$ cat src/verilog/bbie_pkg.sv
package bbie_pkg;

	// datapath and bus widths
	localparam int DATA_W   = 8;
	localparam int INSTR_W  = 12;
	localparam int PC_W     = 9;
	localparam int FILE_AW  = 5;
	localparam int FILES    = 32;
	localparam int BIT_AW   = 3;
	localparam int ADDR_W   = 8;
	localparam int BUS_W    = 32;

	// four oscillator periods make one instruction cycle
	localparam logic [1:0] PHASE_LAST = 2'h3;
	localparam logic [1:0] PHASE_FIRST = 2'h0;

	// register port byte addresses
	localparam logic [ADDR_W-1:0] REG_INSTR  = 8'h00;
	localparam logic [ADDR_W-1:0] REG_W      = 8'h04;
	localparam logic [ADDR_W-1:0] REG_STATUS = 8'h08;
	localparam logic [ADDR_W-1:0] REG_PC     = 8'h0C;
	localparam logic [ADDR_W-1:0] REG_DIR    = 8'h10;
	localparam logic [ADDR_W-1:0] REG_CTRL   = 8'h14;
	localparam logic [ADDR_W-1:0] REG_PRESC  = 8'h18;
	localparam logic [ADDR_W-1:0] REG_STATE  = 8'h1C;
	localparam logic [ADDR_W-1:0] FILE_BASE  = 8'h80;
	localparam logic [ADDR_W-1:0] FILE_MASK  = 8'h83;
	localparam int FIDX_HI = 6;
	localparam int FIDX_LO = 2;

	// special file indices
	localparam logic [FILE_AW-1:0] F_TIMER  = 5'h01;
	localparam logic [FILE_AW-1:0] F_PCL    = 5'h02;
	localparam logic [FILE_AW-1:0] F_STATUS = 5'h03;
	localparam logic [FILE_AW-1:0] F_PORT   = 5'h06;

	// status, control and state bit positions
	localparam int ST_C   = 0;
	localparam int ST_DC  = 1;
	localparam int ST_Z   = 2;
	localparam int CTRL_ASSIGN = 0;
	localparam int STATE_BUSY  = 0;
	localparam int STATE_SKIP  = 1;

	// instruction field positions
	localparam int OPC6_HI = 11;
	localparam int OPC6_LO = 6;
	localparam int OPC4_HI = 11;
	localparam int OPC4_LO = 8;
	localparam int OPC3_HI = 11;
	localparam int OPC3_LO = 9;
	localparam int D_POS   = 5;
	localparam int B_HI    = 7;
	localparam int B_LO    = 5;
	localparam int F_HI    = 4;
	localparam int F_LO    = 0;
	localparam int K_HI    = 7;
	localparam int K_LO    = 0;

	// opcode encodings
	localparam logic [5:0] OPC6_ADD   = 6'h07;
	localparam logic [5:0] OPC6_AND   = 6'h05;
	localparam logic [5:0] OPC6_MOVE  = 6'h08;
	localparam logic [3:0] OPC4_BCLR  = 4'h4;
	localparam logic [3:0] OPC4_BSET  = 4'h5;
	localparam logic [3:0] OPC4_SKC   = 4'h6;
	localparam logic [3:0] OPC4_SKS   = 4'h7;
	localparam logic [3:0] OPC4_LAND  = 4'hE;
	localparam logic [2:0] OPC3_BRANCH = 3'h5;
	localparam logic [INSTR_W-1:0] DIRLD_WORD = 12'h006;

	// reset values, prescaler limit and counter step
	localparam logic [DATA_W-1:0] RST_BYTE  = 8'h00;
	localparam logic [DATA_W-1:0] RST_OE    = 8'h00;
	localparam logic [DATA_W-1:0] PRESC_MAX = 8'hFF;
	localparam logic [PC_W-1:0]   RST_PC    = 9'h000;
	localparam logic [PC_W-1:0]   PC_STEP   = 9'h001;

	typedef enum logic [3:0] {
		op_nop, op_add, op_and, op_move, op_land, op_bclr,
		op_bset, op_skc, op_sks, op_dirld, op_branch
	} bbie_op_t;

	typedef enum logic [2:0] {
		st_idle  = 3'b001,
		st_run   = 3'b010,
		st_stall = 3'b100
	} bbie_state_t;

endpackage

$ cat src/verilog/bbie_alu_if.sv
`timescale 1ns/1ps
interface bbie_alu_if;
	import bbie_pkg::*;
	bbie_op_t                op;       // decoded operation
	logic [DATA_W-1:0]       acc;      // accumulator operand
	logic [DATA_W-1:0]       opnd;     // file or literal operand
	logic [BIT_AW-1:0]       bsel;     // bit number
	logic [DATA_W-1:0]       res;      // result byte
	logic                    c;        // carry out
	logic                    dc;       // digit carry out
	logic                    z;        // result is zero
	logic                    upd_cdc;  // op writes carry and digit carry
	logic                    upd_z;    // op writes zero flag
	logic                    skip_hit; // bit test succeeded
	modport calc (input op, acc, opnd, bsel,
		output res, c, dc, z, upd_cdc, upd_z, skip_hit);
	modport core (output op, acc, opnd, bsel,
		input res, c, dc, z, upd_cdc, upd_z, skip_hit);
endinterface

$ cat src/verilog/bbie_core.sv
// How it works
// - writes to program counter clear bit nine
// - port read-modify-write reads the pin levels
// - direction load of file six copies accumulator
// - direction bit one releases pin, zero drives
// - timer file write clears assigned prescaler
// - destination bit picks accumulator or file
// - register add sets carry, digit carry, zero
// - register AND updates zero flag only
// - literal AND into accumulator, updates zero
// - bit clear, flags untouched
// - bit set, flags untouched
// - skip next when tested bit is zero
// - skip next when tested bit is one
// - skipped instruction runs as no operation
// - byte op fields: opcode, destination, file
// - four clocks per cycle, changes take two
`timescale 1ns/1ps
module bbie_core
	import bbie_pkg::*;
#(
	parameter int PORT_W = DATA_W
)(
	input  wire logic              core_clk,
	input  wire logic              reset,
	input  wire logic [ADDR_W-1:0] bus_addr,
	input  wire logic [BUS_W-1:0]  bus_wdata,
	input  wire logic              bus_wr,
	input  wire logic              bus_rd,
	output logic [BUS_W-1:0]       bus_rdata,
	input  wire logic [PORT_W-1:0] gp_pin_in,
	output logic [PORT_W-1:0]      gp_pin_out,
	output logic [PORT_W-1:0]      gp_pin_oe
);

	// sequencer state
	bbie_state_t           state_ff;   // idle, executing, or second cycle
	bbie_state_t           nxt_state;
	logic [1:0]            phase_ff;   // oscillator period within cycle
	logic [1:0]            nxt_phase;
	logic [INSTR_W-1:0]    ir_ff;      // instruction being executed
	logic [INSTR_W-1:0]    nxt_ir;

	// architectural state
	logic [DATA_W-1:0]     w_ff;       // accumulator
	logic [DATA_W-1:0]     nxt_w;
	logic [DATA_W-1:0]     status_ff;  // carry, digit carry, zero
	logic [DATA_W-1:0]     nxt_status;
	logic [PC_W-1:0]       pc_ff;      // program counter
	logic [PC_W-1:0]       nxt_pc;
	logic                  skip_ff;    // next instruction is squashed
	logic                  nxt_skip;
	logic [PORT_W-1:0]     lat_ff;     // port output data latch
	logic [PORT_W-1:0]     nxt_lat;
	logic [PORT_W-1:0]     oe_ff;      // driver enable, inverse of direction
	logic [PORT_W-1:0]     nxt_oe;
	logic [DATA_W-1:0]     timer_ff;   // timer count file
	logic [DATA_W-1:0]     nxt_timer;
	logic [DATA_W-1:0]     presc_ff;   // timer prescaler
	logic [DATA_W-1:0]     nxt_presc;
	logic [DATA_W-1:0]     ctrl_ff;    // software control bits
	logic [DATA_W-1:0]     nxt_ctrl;
	logic [1:0]            cyc_ff;     // free running cycle divider
	logic [1:0]            nxt_cyc;
	logic [DATA_W-1:0]     ram_ff  [FILES];  // general purpose files
	logic [DATA_W-1:0]     nxt_ram [FILES];

	// register port read data
	logic [BUS_W-1:0]      rdata_ff;
	logic [BUS_W-1:0]      nxt_rdata;

	// decode and write port
	bbie_op_t              op;         // decoded operation
	logic [FILE_AW-1:0]    fidx;       // file address field
	logic                  dsel;       // destination select bit
	logic [DATA_W-1:0]     fval;       // file operand as read
	logic                  commit;     // last period of execute cycle
	logic                  exec;       // commit of a non-squashed op
	logic                  to_file;    // result goes to a file
	logic                  to_w;       // result goes to accumulator
	logic                  pc_chg;     // op changes the program counter
	logic                  fw_en;      // shared file write strobe
	logic [FILE_AW-1:0]    fw_idx;     // shared file write index
	logic [DATA_W-1:0]     fw_val;     // shared file write data
	logic                  bus_file;   // port access hits a file
	logic                  idle;       // no instruction in flight

	bbie_alu_if alu_bus ();

	bbie_alu u_alu (
		.io (alu_bus)
	);

	// reading a file; the port file returns the pins
	function automatic logic [DATA_W-1:0] rd_file(input logic [FILE_AW-1:0] idx);
		logic [DATA_W-1:0] v;
		v = ram_ff[idx];
		case (idx)
			F_TIMER:  v = timer_ff;
			F_PCL:    v = pc_ff[DATA_W-1:0];
			F_STATUS: v = status_ff;
			F_PORT:   v = gp_pin_in;
			default:  v = ram_ff[idx];
		endcase
		return v;
	endfunction

	// instruction decode
	always_comb begin
		fidx = ir_ff[F_HI:F_LO];
		dsel = ir_ff[D_POS];
		op   = op_nop;
		if (ir_ff[OPC6_HI:OPC6_LO] == OPC6_ADD) begin
			op = op_add;
		end else if (ir_ff[OPC6_HI:OPC6_LO] == OPC6_AND) begin
			op = op_and;
		end else if (ir_ff[OPC6_HI:OPC6_LO] == OPC6_MOVE) begin
			op = op_move;
		end else if (ir_ff[OPC4_HI:OPC4_LO] == OPC4_BCLR) begin
			op = op_bclr;
		end else if (ir_ff[OPC4_HI:OPC4_LO] == OPC4_BSET) begin
			op = op_bset;
		end else if (ir_ff[OPC4_HI:OPC4_LO] == OPC4_SKC) begin
			op = op_skc;
		end else if (ir_ff[OPC4_HI:OPC4_LO] == OPC4_SKS) begin
			op = op_sks;
		end else if (ir_ff[OPC4_HI:OPC4_LO] == OPC4_LAND) begin
			op = op_land;
		end else if (ir_ff[OPC3_HI:OPC3_LO] == OPC3_BRANCH) begin
			op = op_branch;
		end else if (ir_ff == DIRLD_WORD) begin
			op = op_dirld;
		end
	end

	// operands and destination routing
	always_comb begin
		fval          = rd_file(fidx);
		alu_bus.op    = op;
		alu_bus.acc   = w_ff;
		alu_bus.bsel  = ir_ff[B_HI:B_LO];
		alu_bus.opnd  = (op == op_land) ? ir_ff[K_HI:K_LO] : fval;
		idle          = (state_ff == st_idle);
		commit        = (state_ff == st_run) && (phase_ff == PHASE_LAST);
		// a squashed slot still spends its cycle and steps the counter, but writes nothing
		exec          = commit && !skip_ff;
		to_file       = ((op == op_add || op == op_and || op == op_move) && dsel)
			|| op == op_bclr || op == op_bset;
		to_w          = ((op == op_add || op == op_and || op == op_move) && !dsel)
			|| op == op_land;
		pc_chg        = exec && (op == op_branch || (to_file && fidx == F_PCL));
		bus_file      = (bus_addr & FILE_MASK) == FILE_BASE;
		// bus file writes only land while idle, so never clash with exec
		fw_en         = (exec && to_file) || (bus_wr && bus_file && idle);
		fw_idx        = exec ? fidx : bus_addr[FIDX_HI:FIDX_LO];
		fw_val        = exec ? alu_bus.res : bus_wdata[DATA_W-1:0];
	end

	// sequencer next state
	always_comb begin
		nxt_state = state_ff;
		nxt_phase = phase_ff + 2'h1;
		nxt_ir    = ir_ff;
		case (state_ff)
			st_idle: begin
				nxt_phase = PHASE_FIRST;
				// writes to the instruction word while busy are dropped
				if (bus_wr && bus_addr == REG_INSTR) begin
					nxt_ir    = bus_wdata[INSTR_W-1:0];
					nxt_state = st_run;
				end
			end
			st_run: begin
				if (phase_ff == PHASE_LAST) begin
					nxt_state = pc_chg ? st_stall : st_idle;
				end
			end
			st_stall: begin
				if (phase_ff == PHASE_LAST) begin
					nxt_state = st_idle;
				end
			end
			default: begin
				nxt_state = st_idle;
				nxt_phase = PHASE_FIRST;
			end
		endcase
	end

	// sequencer registers
	always_ff @(posedge core_clk or posedge reset) begin
		if (reset) begin
			state_ff <= st_idle;
			phase_ff <= PHASE_FIRST;
			ir_ff    <= '0;
		end else begin
			state_ff <= nxt_state;
			phase_ff <= nxt_phase;
			ir_ff    <= nxt_ir;
		end
	end

	// datapath next state
	always_comb begin
		nxt_w      = w_ff;
		nxt_status = status_ff;
		nxt_pc     = pc_ff;
		nxt_skip   = skip_ff;
		nxt_lat    = lat_ff;
		nxt_oe     = oe_ff;
		nxt_timer  = timer_ff;
		nxt_presc  = presc_ff;
		nxt_ctrl   = ctrl_ff;
		nxt_cyc    = cyc_ff + 2'h1;
		nxt_ram    = ram_ff;
		// timer advances once per instruction cycle, optionally prescaled
		if (cyc_ff == PHASE_LAST) begin
			if (ctrl_ff[CTRL_ASSIGN]) begin
				nxt_presc = presc_ff + 8'h01;
				if (presc_ff == PRESC_MAX) begin
					nxt_timer = timer_ff + 8'h01;
				end
			end else begin
				nxt_timer = timer_ff + 8'h01;
			end
		end
		// every executed slot, squashed or not, steps the counter
		if (commit) begin
			nxt_pc   = pc_ff + PC_STEP;
			nxt_skip = exec && alu_bus.skip_hit;
		end
		if (exec && op == op_branch) begin
			nxt_pc = ir_ff[PC_W-1:0]; // full target, bit nine kept
		end
		if (exec && op == op_dirld) begin
			nxt_oe = ~w_ff;
		end
		if (exec && to_w) begin
			nxt_w = alu_bus.res;
		end
		// file writes, from an instruction or from the port
		if (fw_en) begin
			case (fw_idx)
				F_TIMER: begin
					nxt_timer = fw_val;
					if (ctrl_ff[CTRL_ASSIGN]) begin
						nxt_presc = RST_BYTE;
					end
				end
				F_PCL:    nxt_pc = {1'b0, fw_val};
				F_STATUS: nxt_status = fw_val;
				F_PORT:   nxt_lat = fw_val;
				default:  nxt_ram[fw_idx] = fw_val;
			endcase
		end
		// flag updates land after any write to the status file
		if (exec && alu_bus.upd_cdc) begin
			nxt_status[ST_C]  = alu_bus.c;
			nxt_status[ST_DC] = alu_bus.dc;
		end
		if (exec && alu_bus.upd_z) begin
			nxt_status[ST_Z] = alu_bus.z;
		end
		// accumulator and control from the port, idle only for w
		if (bus_wr && bus_addr == REG_W && idle) begin
			nxt_w = bus_wdata[DATA_W-1:0];
		end
		if (bus_wr && bus_addr == REG_CTRL) begin
			nxt_ctrl = bus_wdata[DATA_W-1:0];
		end
	end

	// datapath registers
	always_ff @(posedge core_clk or posedge reset) begin
		if (reset) begin
			w_ff      <= RST_BYTE;
			status_ff <= RST_BYTE;
			pc_ff     <= RST_PC;
			skip_ff   <= 1'b0;
			lat_ff    <= RST_BYTE;
			oe_ff     <= RST_OE;
			timer_ff  <= RST_BYTE;
			presc_ff  <= RST_BYTE;
			ctrl_ff   <= RST_BYTE;
			cyc_ff    <= PHASE_FIRST;
			for (int i = 0; i < FILES; i++) begin
				ram_ff[i] <= RST_BYTE;
			end
		end else begin
			w_ff      <= nxt_w;
			status_ff <= nxt_status;
			pc_ff     <= nxt_pc;
			skip_ff   <= nxt_skip;
			lat_ff    <= nxt_lat;
			oe_ff     <= nxt_oe;
			timer_ff  <= nxt_timer;
			presc_ff  <= nxt_presc;
			ctrl_ff   <= nxt_ctrl;
			cyc_ff    <= nxt_cyc;
			ram_ff    <= nxt_ram;
		end
	end

	// register port read mux; data only in the cycle after the strobe
	always_comb begin
		nxt_rdata = '0;
		if (bus_rd) begin
			if (bus_file) begin
				nxt_rdata[DATA_W-1:0] = rd_file(bus_addr[FIDX_HI:FIDX_LO]);
			end else begin
				case (bus_addr)
					REG_INSTR:  nxt_rdata[INSTR_W-1:0] = ir_ff;
					REG_W:      nxt_rdata[DATA_W-1:0] = w_ff;
					REG_STATUS: nxt_rdata[DATA_W-1:0] = status_ff;
					REG_PC:     nxt_rdata[PC_W-1:0] = pc_ff;
					REG_DIR:    nxt_rdata[PORT_W-1:0] = ~oe_ff;
					REG_CTRL:   nxt_rdata[DATA_W-1:0] = ctrl_ff;
					REG_PRESC:  nxt_rdata[DATA_W-1:0] = presc_ff;
					REG_STATE: begin
						nxt_rdata[STATE_BUSY] = !idle;
						nxt_rdata[STATE_SKIP] = skip_ff;
					end
					default:    nxt_rdata = '0;
				endcase
			end
		end
	end

	// read data register
	always_ff @(posedge core_clk or posedge reset) begin
		if (reset) begin
			rdata_ff <= '0;
		end else begin
			rdata_ff <= nxt_rdata;
		end
	end

	// outputs straight from flops; oe high means the pin is driven
	assign bus_rdata  = rdata_ff;
	assign gp_pin_out = lat_ff;
	assign gp_pin_oe  = oe_ff;

endmodule

$ cat src/verilog/bbie_alu.sv
`timescale 1ns/1ps
module bbie_alu
	import bbie_pkg::*;
(
	bbie_alu_if.calc io
);

	logic [DATA_W:0]   sum;    // nine-bit sum for carry
	logic [4:0]        nib;    // low nibble sum for digit carry

	// pure combinational result and flag logic
	always_comb begin
		sum         = {1'b0, io.acc} + {1'b0, io.opnd};
		nib         = {1'b0, io.acc[3:0]} + {1'b0, io.opnd[3:0]};
		io.res      = io.opnd;
		io.c        = sum[DATA_W];
		io.dc       = nib[4];
		io.upd_cdc  = 1'b0;
		io.upd_z    = 1'b0;
		io.skip_hit = 1'b0;
		case (io.op)
			op_add: begin
				io.res     = sum[DATA_W-1:0];
				io.upd_cdc = 1'b1;
				io.upd_z   = 1'b1;
			end
			op_and, op_land: begin
				io.res   = io.acc & io.opnd;
				io.upd_z = 1'b1;
			end
			op_move: begin
				io.upd_z = 1'b1;
			end
			op_bclr: io.res[io.bsel] = 1'b0;
			op_bset: io.res[io.bsel] = 1'b1;
			op_skc:  io.skip_hit = ~io.opnd[io.bsel];
			op_sks:  io.skip_hit = io.opnd[io.bsel];
			default: io.res = io.opnd;
		endcase
		// zero flag follows the byte actually produced
		io.z = (io.res == RST_BYTE);
	end

endmodule

$ cat config.mk
export PLATFORM = sky130hd
export DESIGN_NAME = bbie_core
export DESIGN_NICKNAME = d
export VERILOG_FILES = /design/src/verilog/bbie_pkg.sv /design/src/verilog/bbie_alu_if.sv /design/src/verilog/bbie_core.sv /design/src/verilog/bbie_alu.sv
export SDC_FILE = /design/constraint.sdc
export NUM_CORES = 1
export LEC_CHECK = 0
export ABC_AREA = 1
export BUFFER_PORTS_ARGS = -buffer_cell sky130_fd_sc_hd__buf_2
export CORE_ASPECT_RATIO = 0.7
export CORE_MARGIN = 8
export CORE_UTILIZATION = 62
export CTS_CLUSTER_DIAMETER = 50
export DETAILED_ROUTE_END_ITERATION = 10
export PLACE_DENSITY_LB_ADDON = 0.08
export SKIP_CTS_REPAIR_TIMING = 1
export SYNTH_ARGS = -nofsm -noshare
export SYNTH_HDL_FRONTEND = slang
export SYNTH_SLANG_ARGS = --single-unit
export TNS_END_PERCENT = 100
$ cat constraint.sdc
create_clock -name core_clk -period 13.9 [get_ports core_clk]
set_input_delay 0 -clock core_clk [delete_from_list [all_inputs] [get_ports core_clk]]
set_output_delay 0 -clock core_clk [all_outputs]
set_load 0.02 [all_outputs]
==> results of run 1 <==
power by group through the flow:
stage / logic (W) / registers [W] / clock network (W)
after floorplan: 0.000290 / 0.00113 / 0
after global placement: 0.000420 / 0.00115 / 0
after global routing: 0.000494 / 0.00114 / 0.00114
after CTS: 0.000434 / 0.00114 / 0.00110
final: 0.000460 / 0.00114 / 0.00110
after detailed placement: 0.000432 / 0.00115 / 0
worst max-delay path by stage:
stage / from / to / slack, ps
2_1_floorplan: reset / alu_bus.acc[0]$_DFFE_PP0P_ / 4110
3_3_place_gp: ir_ff[0]$_DFFE_PP0P_ / gp_pin_out[6]$_DFFE_PP0P_ / 7780
3_5_place_dp: ir_ff[0]$_DFFE_PP0P_ / ram_ff[14]$_DFFE_PP0P_ / 7740
4_1_cts: ir_ff[0]$_DFFE_PP0P_ / ram_ff[14]$_DFFE_PP0P_ / 7710
5_1_grt: ir_ff[0]$_DFFE_PP0P_ / ram_ff[182]$_DFFE_PP0P_ / 7090
6_report: ir_ff[0]$_DFFE_PP0P_ / ram_ff[14]$_DFFE_PP0P_ / 7310
per-layer routing:
metal	GRT usage [%]	up-vias	part of all wire, %
li1	-	8839	-
met1	54.5	9597	39
met2	53.3	1680	40
met3	16.9	262	18
met4	12.7	2	3.7
met5	0	-	0.015
cells by family after synthesis:
family,after synthesis
compound gates,657
fa+ha+maj,16
simple gates,1246
other cells,1
buf+inv,394
flops,353
xor+xnor,10
flip-flops by register name, summed over array words and instances, names as in the netlist, 3 cells and up:
register	flops
pc_ff	9
ram_ff	256
alu_bus.acc	8
timer_ff	8
bus_rdata	12
state_ff	3
ctrl_ff	8
ir_ff	12
presc_ff	8
gp_pin_oe	8
status_ff	8
gp_pin_out	8
final cells by class:
type	count	area, sq um	area share, %
flip-flops and latches	353	8840	41.2
clock buffers	55	1140	5.30
well taps	420	526	2.45
inverters	202	766	3.57
clock inverters	14	216	1.01
diodes	1	2.50	0.0117
repair buffers	107	693	3.23
multi-input cells	1949	9250	43.2
layout by cell type, fill, tap and decap left out, types with 5 or more instances in the layout:
cell type,instances
nand4_1,16
clkbuf_16,39
o21ai_0,336
o2111ai_1,9
o21ai_2,11
nor3_1,28
o31ai_1,7
or2_2,11
a221oi_1,17
o21ai_1,46
a31oi_1,7
conb_1,20
a21oi_1,59
buf_2,59
clkbuf_8,10
nand3_1,176
dlygate4sd3_1,15
nor2_4,6
o22ai_1,118
clkinv_1,5
nor2_1,246
o211ai_1,23
inv_2,9
xor2_1,8
nand2_1,741
ha_1,15
buf_4,33
clkbuf_1,6
inv_1,187
dfrtp_1,351
nor2_2,5
critical path, delay by kind of cell, from the launching register on:
| kind | cells | cell delay (ps) |
|---|---|---|
| adders and majority gates | 2 | 630 |
| AOI/OAI and AO/OA | 5 | 540 |
| buffers and inverters | 8 | 2230 |
| and+or+nand+nor | 15 | 2020 |
| DFF | 1 | 920 |
per-stage QoR:
step | util [%] | hold slack (ps)
after floorplan | - | 121
after global placement | 64.0 | 208
after detailed placement | 64.0 | 221
after CTS | 68.3 | -358
after global routing | 68.8 | 95.5
final | 68.8 | 68.0
==> metrics.cfg, run 1 <==
[run_status]
outcome=finished clean

[floorplan]
rows=54
io_pins=100
die_h_um=165
core_sq_um=31100
die_w_um=229
die_area_sq_um=37700
start_util_pct=63.1

[power]
clkPwrFrac_pct=40.7
p_sw_share_pct=31.3
leakagePower_nw=9.87
fin_total_pwr_w=0.00270
irDropWorstVdd_mv=0.117
p_sw_w=0.000846
p_per_area_nw_per_um2=126
internal-power_w=0.00186
seq_power_share_pct=42.2
combPwrFrac_pct=17.0

[finish]
final_cells=3101
syn2layout_area_growth_pct=9.10
nets=2719
drive_gt1_share_pct=7.76
finalInstanceArea_sq_um=21400
nFillCells=2597

[sta]
fin_crit_ps=6590
setup_viol=0
setup_slack_ps=7310
slew_viol_final=0
clock.fmax_mhz=152
skew_ps=25.2
timing.slew.headroom_pct=16.3
hold_viol_final=0
rsz0062_at_grt=false
tns_ps=0
worstMarginPinSlew_ps=1240
min_period_over_period_pct=47.4

[placed_design]
gp_congestion=1.01
dp_slack_ps=7740
hpwlAfterDp_um=49800
place_area_sq_um=19900
dp.cells=3016
portBuffers=59

[yosys]
syn_area_sq_um=19600
syn_avg_cell_area_sq_um=7.34
ys_seq_elements=353
synth-simple-area-share_pct=26.0
async_flop_share_pct=100
yosys.area.top_type=dfrtp_1
synthCells=2677
synth_mux_area_share_pct=0
synth.top_cells.by_count=nand2_1, dfrtp_1, o21ai_0
synthAdderAreaFrac_pct=1.06
seq_area_frac_synth_pct=45.0
yosys_warnings=0
ys.flop_type=dfrtp_1
yosysMostFrequentCell=nand2_1
synth_top_area_share_pct=44.8
synth_xor_xnor_area_share_pct=0.446
synth-edff-count=0
synth_area_leaders=dfrtp_1, nand2_1, o21ai_0, nor2_1, nand3_1
synth-compound-area-share_pct=19.0
synth_top_family_by_area=simple AND/OR/NAND/NOR gates
ys_types=56

[drt]
first_pass_iters=7
post-route-drc-count=0
drt-initial-drc-count=3771
wl_per_cell_um=24.4
viasPerCell=6.57
antenna_left=0
num_vias=20380
wirelength_um=75600

[cts]
htree_num_levels=2
cts_buffers=38
cts_tree=built
cts_sinks=353
clk_pin_slew_ps=70
clk_path_buf_depth=3
clkLatencyLatePin_ps=560
root_buffer=clkbuf_16

[critical_path]
endpoint_kind=register
path_max_fanout=62
cpPeakStageDelay_ps=920
cp.required_ps=14290
ff2ff_path_depth=30
critPathSlowestCell=dfrtp_2
crit_top_cell=nand2_1
r2r_setup_slack_ps=7310
critPathLaunchType=register
r2r-end=ram_ff[14]$_DFFE_PP0P_
timing.rr.start=ir_ff[0]$_DFFE_PP0P_
crit_arrival_ps=6990
critPathKind=reg2reg

[global_route]
antenna_found_initial=2
grt_pass1_wl_um=113000
grt_overflow=0
track_usage_pct=38.9
grt_pass1_vias=18834
grt_start_max_net_pins=144

[flow_run]
max-cap-violations=0

[worst_hold_path]
hp-start=bus_addr[7]
whs_endpoint=bus_rdata[0]$_DFF_PP0_
min_delay_path_depth=5
worstHoldPathType=in2reg

No activity file was read; power rests on OpenSTA's default activity.
==> run 2: changes to the inputs <==
--- a/config.mk
+++ b/config.mk
@@ -5,11 +5,11 @@
 export SDC_FILE = /design/constraint.sdc
 export NUM_CORES = 1
 export LEC_CHECK = 0
-export ABC_AREA = 1
+export ABC_AREA = 0
 export BUFFER_PORTS_ARGS = -buffer_cell sky130_fd_sc_hd__buf_2
 export CORE_ASPECT_RATIO = 0.7
 export CORE_MARGIN = 8
-export CORE_UTILIZATION = 62
+export CORE_UTILIZATION = 56
 export CTS_CLUSTER_DIAMETER = 50
 export DETAILED_ROUTE_END_ITERATION = 10
 export PLACE_DENSITY_LB_ADDON = 0.08
==> constraint.sdc (replaced) <==
create_clock -name core_clk -period 5.75 [get_ports core_clk]
set_input_delay 0 -clock core_clk [delete_from_list [all_inputs] [get_ports core_clk]]
set_output_delay 0 -clock core_clk [all_outputs]
set_load 0.02 [all_outputs]
==> run 2 against run 1 <==
Effect of this change: the run now ends with hold timing left; clock-buffer cell count increased by 7; setup slack got worse by 6700 ps; power grew 150%; register-to-register slack got worse by 6700 ps; final cell count fell by 25%.
==> metrics.cfg, run 2 <==
[run_status]
outcome=finished with violations
violations=hold timing

[critical_path]
critPathSlowestCell=dfrtp_2
crit_arrival_ps=5610
path_max_fanout=32
crit_path_cell_trace=buf_4 -> mux4_2 -> o21ai_0 -> and2_1 -> a21o_1 -> nand2_1 -> ha_1 -> a21oi_1 -> a21boi_0 -> o21a_1 -> o41ai_1 -> xnor2_1 -> a211o_1 -> mux2_4 -> mux2_2
cp.required_ps=6180
critPathLaunchType=register
endpoint_kind=register
critPathKind=reg2reg
cpPeakStageDelay_ps=900

[yosys]
synth_top_area_share_pct=42.6
ys_types=84
synth-simple-area-share_pct=9.50
synth_area_leaders=dfrtp_1, mux2_2, mux4_2, mux2i_1, o21ai_0
syn_area_sq_um=20700
synthAdderAreaFrac_pct=1.00
synth-edff-count=0
yosysMostFrequentCell=dfrtp_1
async_flop_share_pct=100
seq_area_frac_synth_pct=42.7
synth.top_cells.by_count=dfrtp_1, mux2_2, clkbuf_1, mux4_2, nand2_1
synthCells=1767
syn_avg_cell_area_sq_um=11.7
yosys_warnings=0
synth-compound-area-share_pct=9.73
synth_mux_area_share_pct=31.6
ys.flop_type=dfrtp_1
ys_seq_elements=353
yosys.area.top_type=dfrtp_1
synth_top_family_by_area=multiplexers
synth_xor_xnor_area_share_pct=0.804

[sta]
timing.slew.headroom_pct=9.36
whs_ps=-15.6
tns_ps=0
min_period_over_period_pct=90.2
slew_viol_final=0
worstMarginPinSlew_ps=1360
skew_ps=21.3
clock.fmax_mhz=193
rsz0062_at_grt=false
hold_viol_final=1
setup_viol=0
fin_crit_ps=5190

[placed_design]
gp_congestion=0.986
portBuffers=59
hpwlAfterDp_um=49500

[finish]
antenna_cells=0
mostFrequentLayoutCells=dfrtp_1, mux2_2, mux4_2
nets=1881
drive_gt1_share_pct=34.5
syn2layout_area_growth_pct=12.9
largest_reg_flops=256
final_util_pct=63.6
largest_register=ram_ff
layout_commonest_cell=dfrtp_1

[flow_run]
max-cap-violations=0

[worst_hold_path]
worstHoldPathType=in2reg

[cts]
cts_sinks=353
clk_pin_slew_ps=60
clk_path_buf_depth=3
clkLatencyLatePin_ps=560
cts_tree=built
htree_num_levels=2
root_buffer=clkbuf_16
cts_buffers=40

[floorplan]
die_area_sq_um=43500
start_util_pct=56.3
core_sq_um=36800
rows=59
io_pins=100
die_w_um=246
die_h_um=177

[global_route]
antenna_found_initial=2
track_usage_pct=32.1
grt_pass1_wl_um=105000
grt_overflow=0
grt_start_max_net_pins=158
grt_pass1_vias=15496

[drt]
num_vias=16013
wl_per_cell_um=30.1
post-route-drc-count=0
wirelength_um=70300
viasPerCell=6.87
first_pass_iters=7
drt-initial-drc-count=2085
antenna_left=0

[power]
p_per_area_nw_per_um2=284
leakagePower_nw=10.3
fin_total_pwr_w=0.00663
irDropWorstVdd_mv=0.214

run 2: cell count changes after synthesis, moves of 113 or more:
cell     delta
inv_1     -172
mux2_2    +272
mux4_2    +113
nand2_1   -647
nand3_1   -149
nor2_1    -156
o21ai_0   -251
run 2: kinds of logic (layout without fill, tap and decap cells):
kind of cell               Yosys count  count (layout)
muxes                              477             477
and+or+nand+nor                    389             389
DFF                                353             353
AOI/OAI and AO/OA                  306             306
buffers and inverters              206             264
xor gates and xnor gates            19              19
adders and majority gates           16              16
other                                1              20
run 2: worst max-delay path, delay by kind of cell, from the launching register on:
| kind | cells | cell delay (ps) |
|---|---|---|
| and+or+nand+nor | 2 | 330 |
| muxes | 3 | 1320 |
| xor gates and xnor gates | 1 | 140 |
| adders and majority gates | 1 | 310 |
| buffers and inverters | 1 | 320 |
| DFF | 1 | 900 |
| AOI/OAI and AO/OA | 7 | 1720 |
run 2: layer usage:
metal	track usage (%)	wire length, um
met1	47.5	30200
met4	7.32	1550
met5	0	0
met3	13.2	10100
met2	43.3	28400
run 2: area by class of cell:
| cell class | instances | area [sq um] |
|---|---|---|
| Multi-Input combinational cell | 1227 | 11000 |
| Fill cell | 2904 | 13400 |
| Tap cell | 488 | 611 |
| Clock buffer | 62 | 1260 |
| Timing Repair Buffer | 171 | 1370 |
| Sequential cell | 353 | 8840 |
| Inverter | 20 | 78.8 |
| Clock inverter | 11 | 211 |
run 2: where the power goes:
| part | total (W) | switching [W] | internal, W |
|---|---|---|---|
| clock | 0.00284 | 0.00111 | 0.00174 |
| combinational | 0.000984 | 0.000558 | 0.000427 |
| sequential | 0.00280 | 0.000194 | 0.00261 |
run 2: through the flow:
step                      std cells  cell area (sq um)  setup slack (ps)
after CTS                      2309              23100               598
after global routing           2332              23400               386
after detailed placement       2236              21700               619
after global placement         2236              21700               653
after floorplan                1786              20800              1020
final                          2332              23400               561
run 2: worst paths after layout:
check,startpoint,endpoint,slack (ps),depth (start not counted)
max,ir_ff[0]$_DFFE_PP0P_,ram_ff[135]$_DFFE_PP0P_,560,15
min,gp_pin_in[0],bus_rdata[0]$_DFF_PP0_,-20,4
max reg2reg,ir_ff[0]$_DFFE_PP0P_,ram_ff[135]$_DFFE_PP0P_,560,15
min reg2reg,ram_ff[245]$_DFFE_PP0P_,ram_ff[245]$_DFFE_PP0P_,380,0
max in group asynchronous,reset,gp_pin_oe[5]$_DFFE_PP0P_,4090,5
min in group asynchronous,reset,ram_ff[109]$_DFFE_PP0P_,240,4
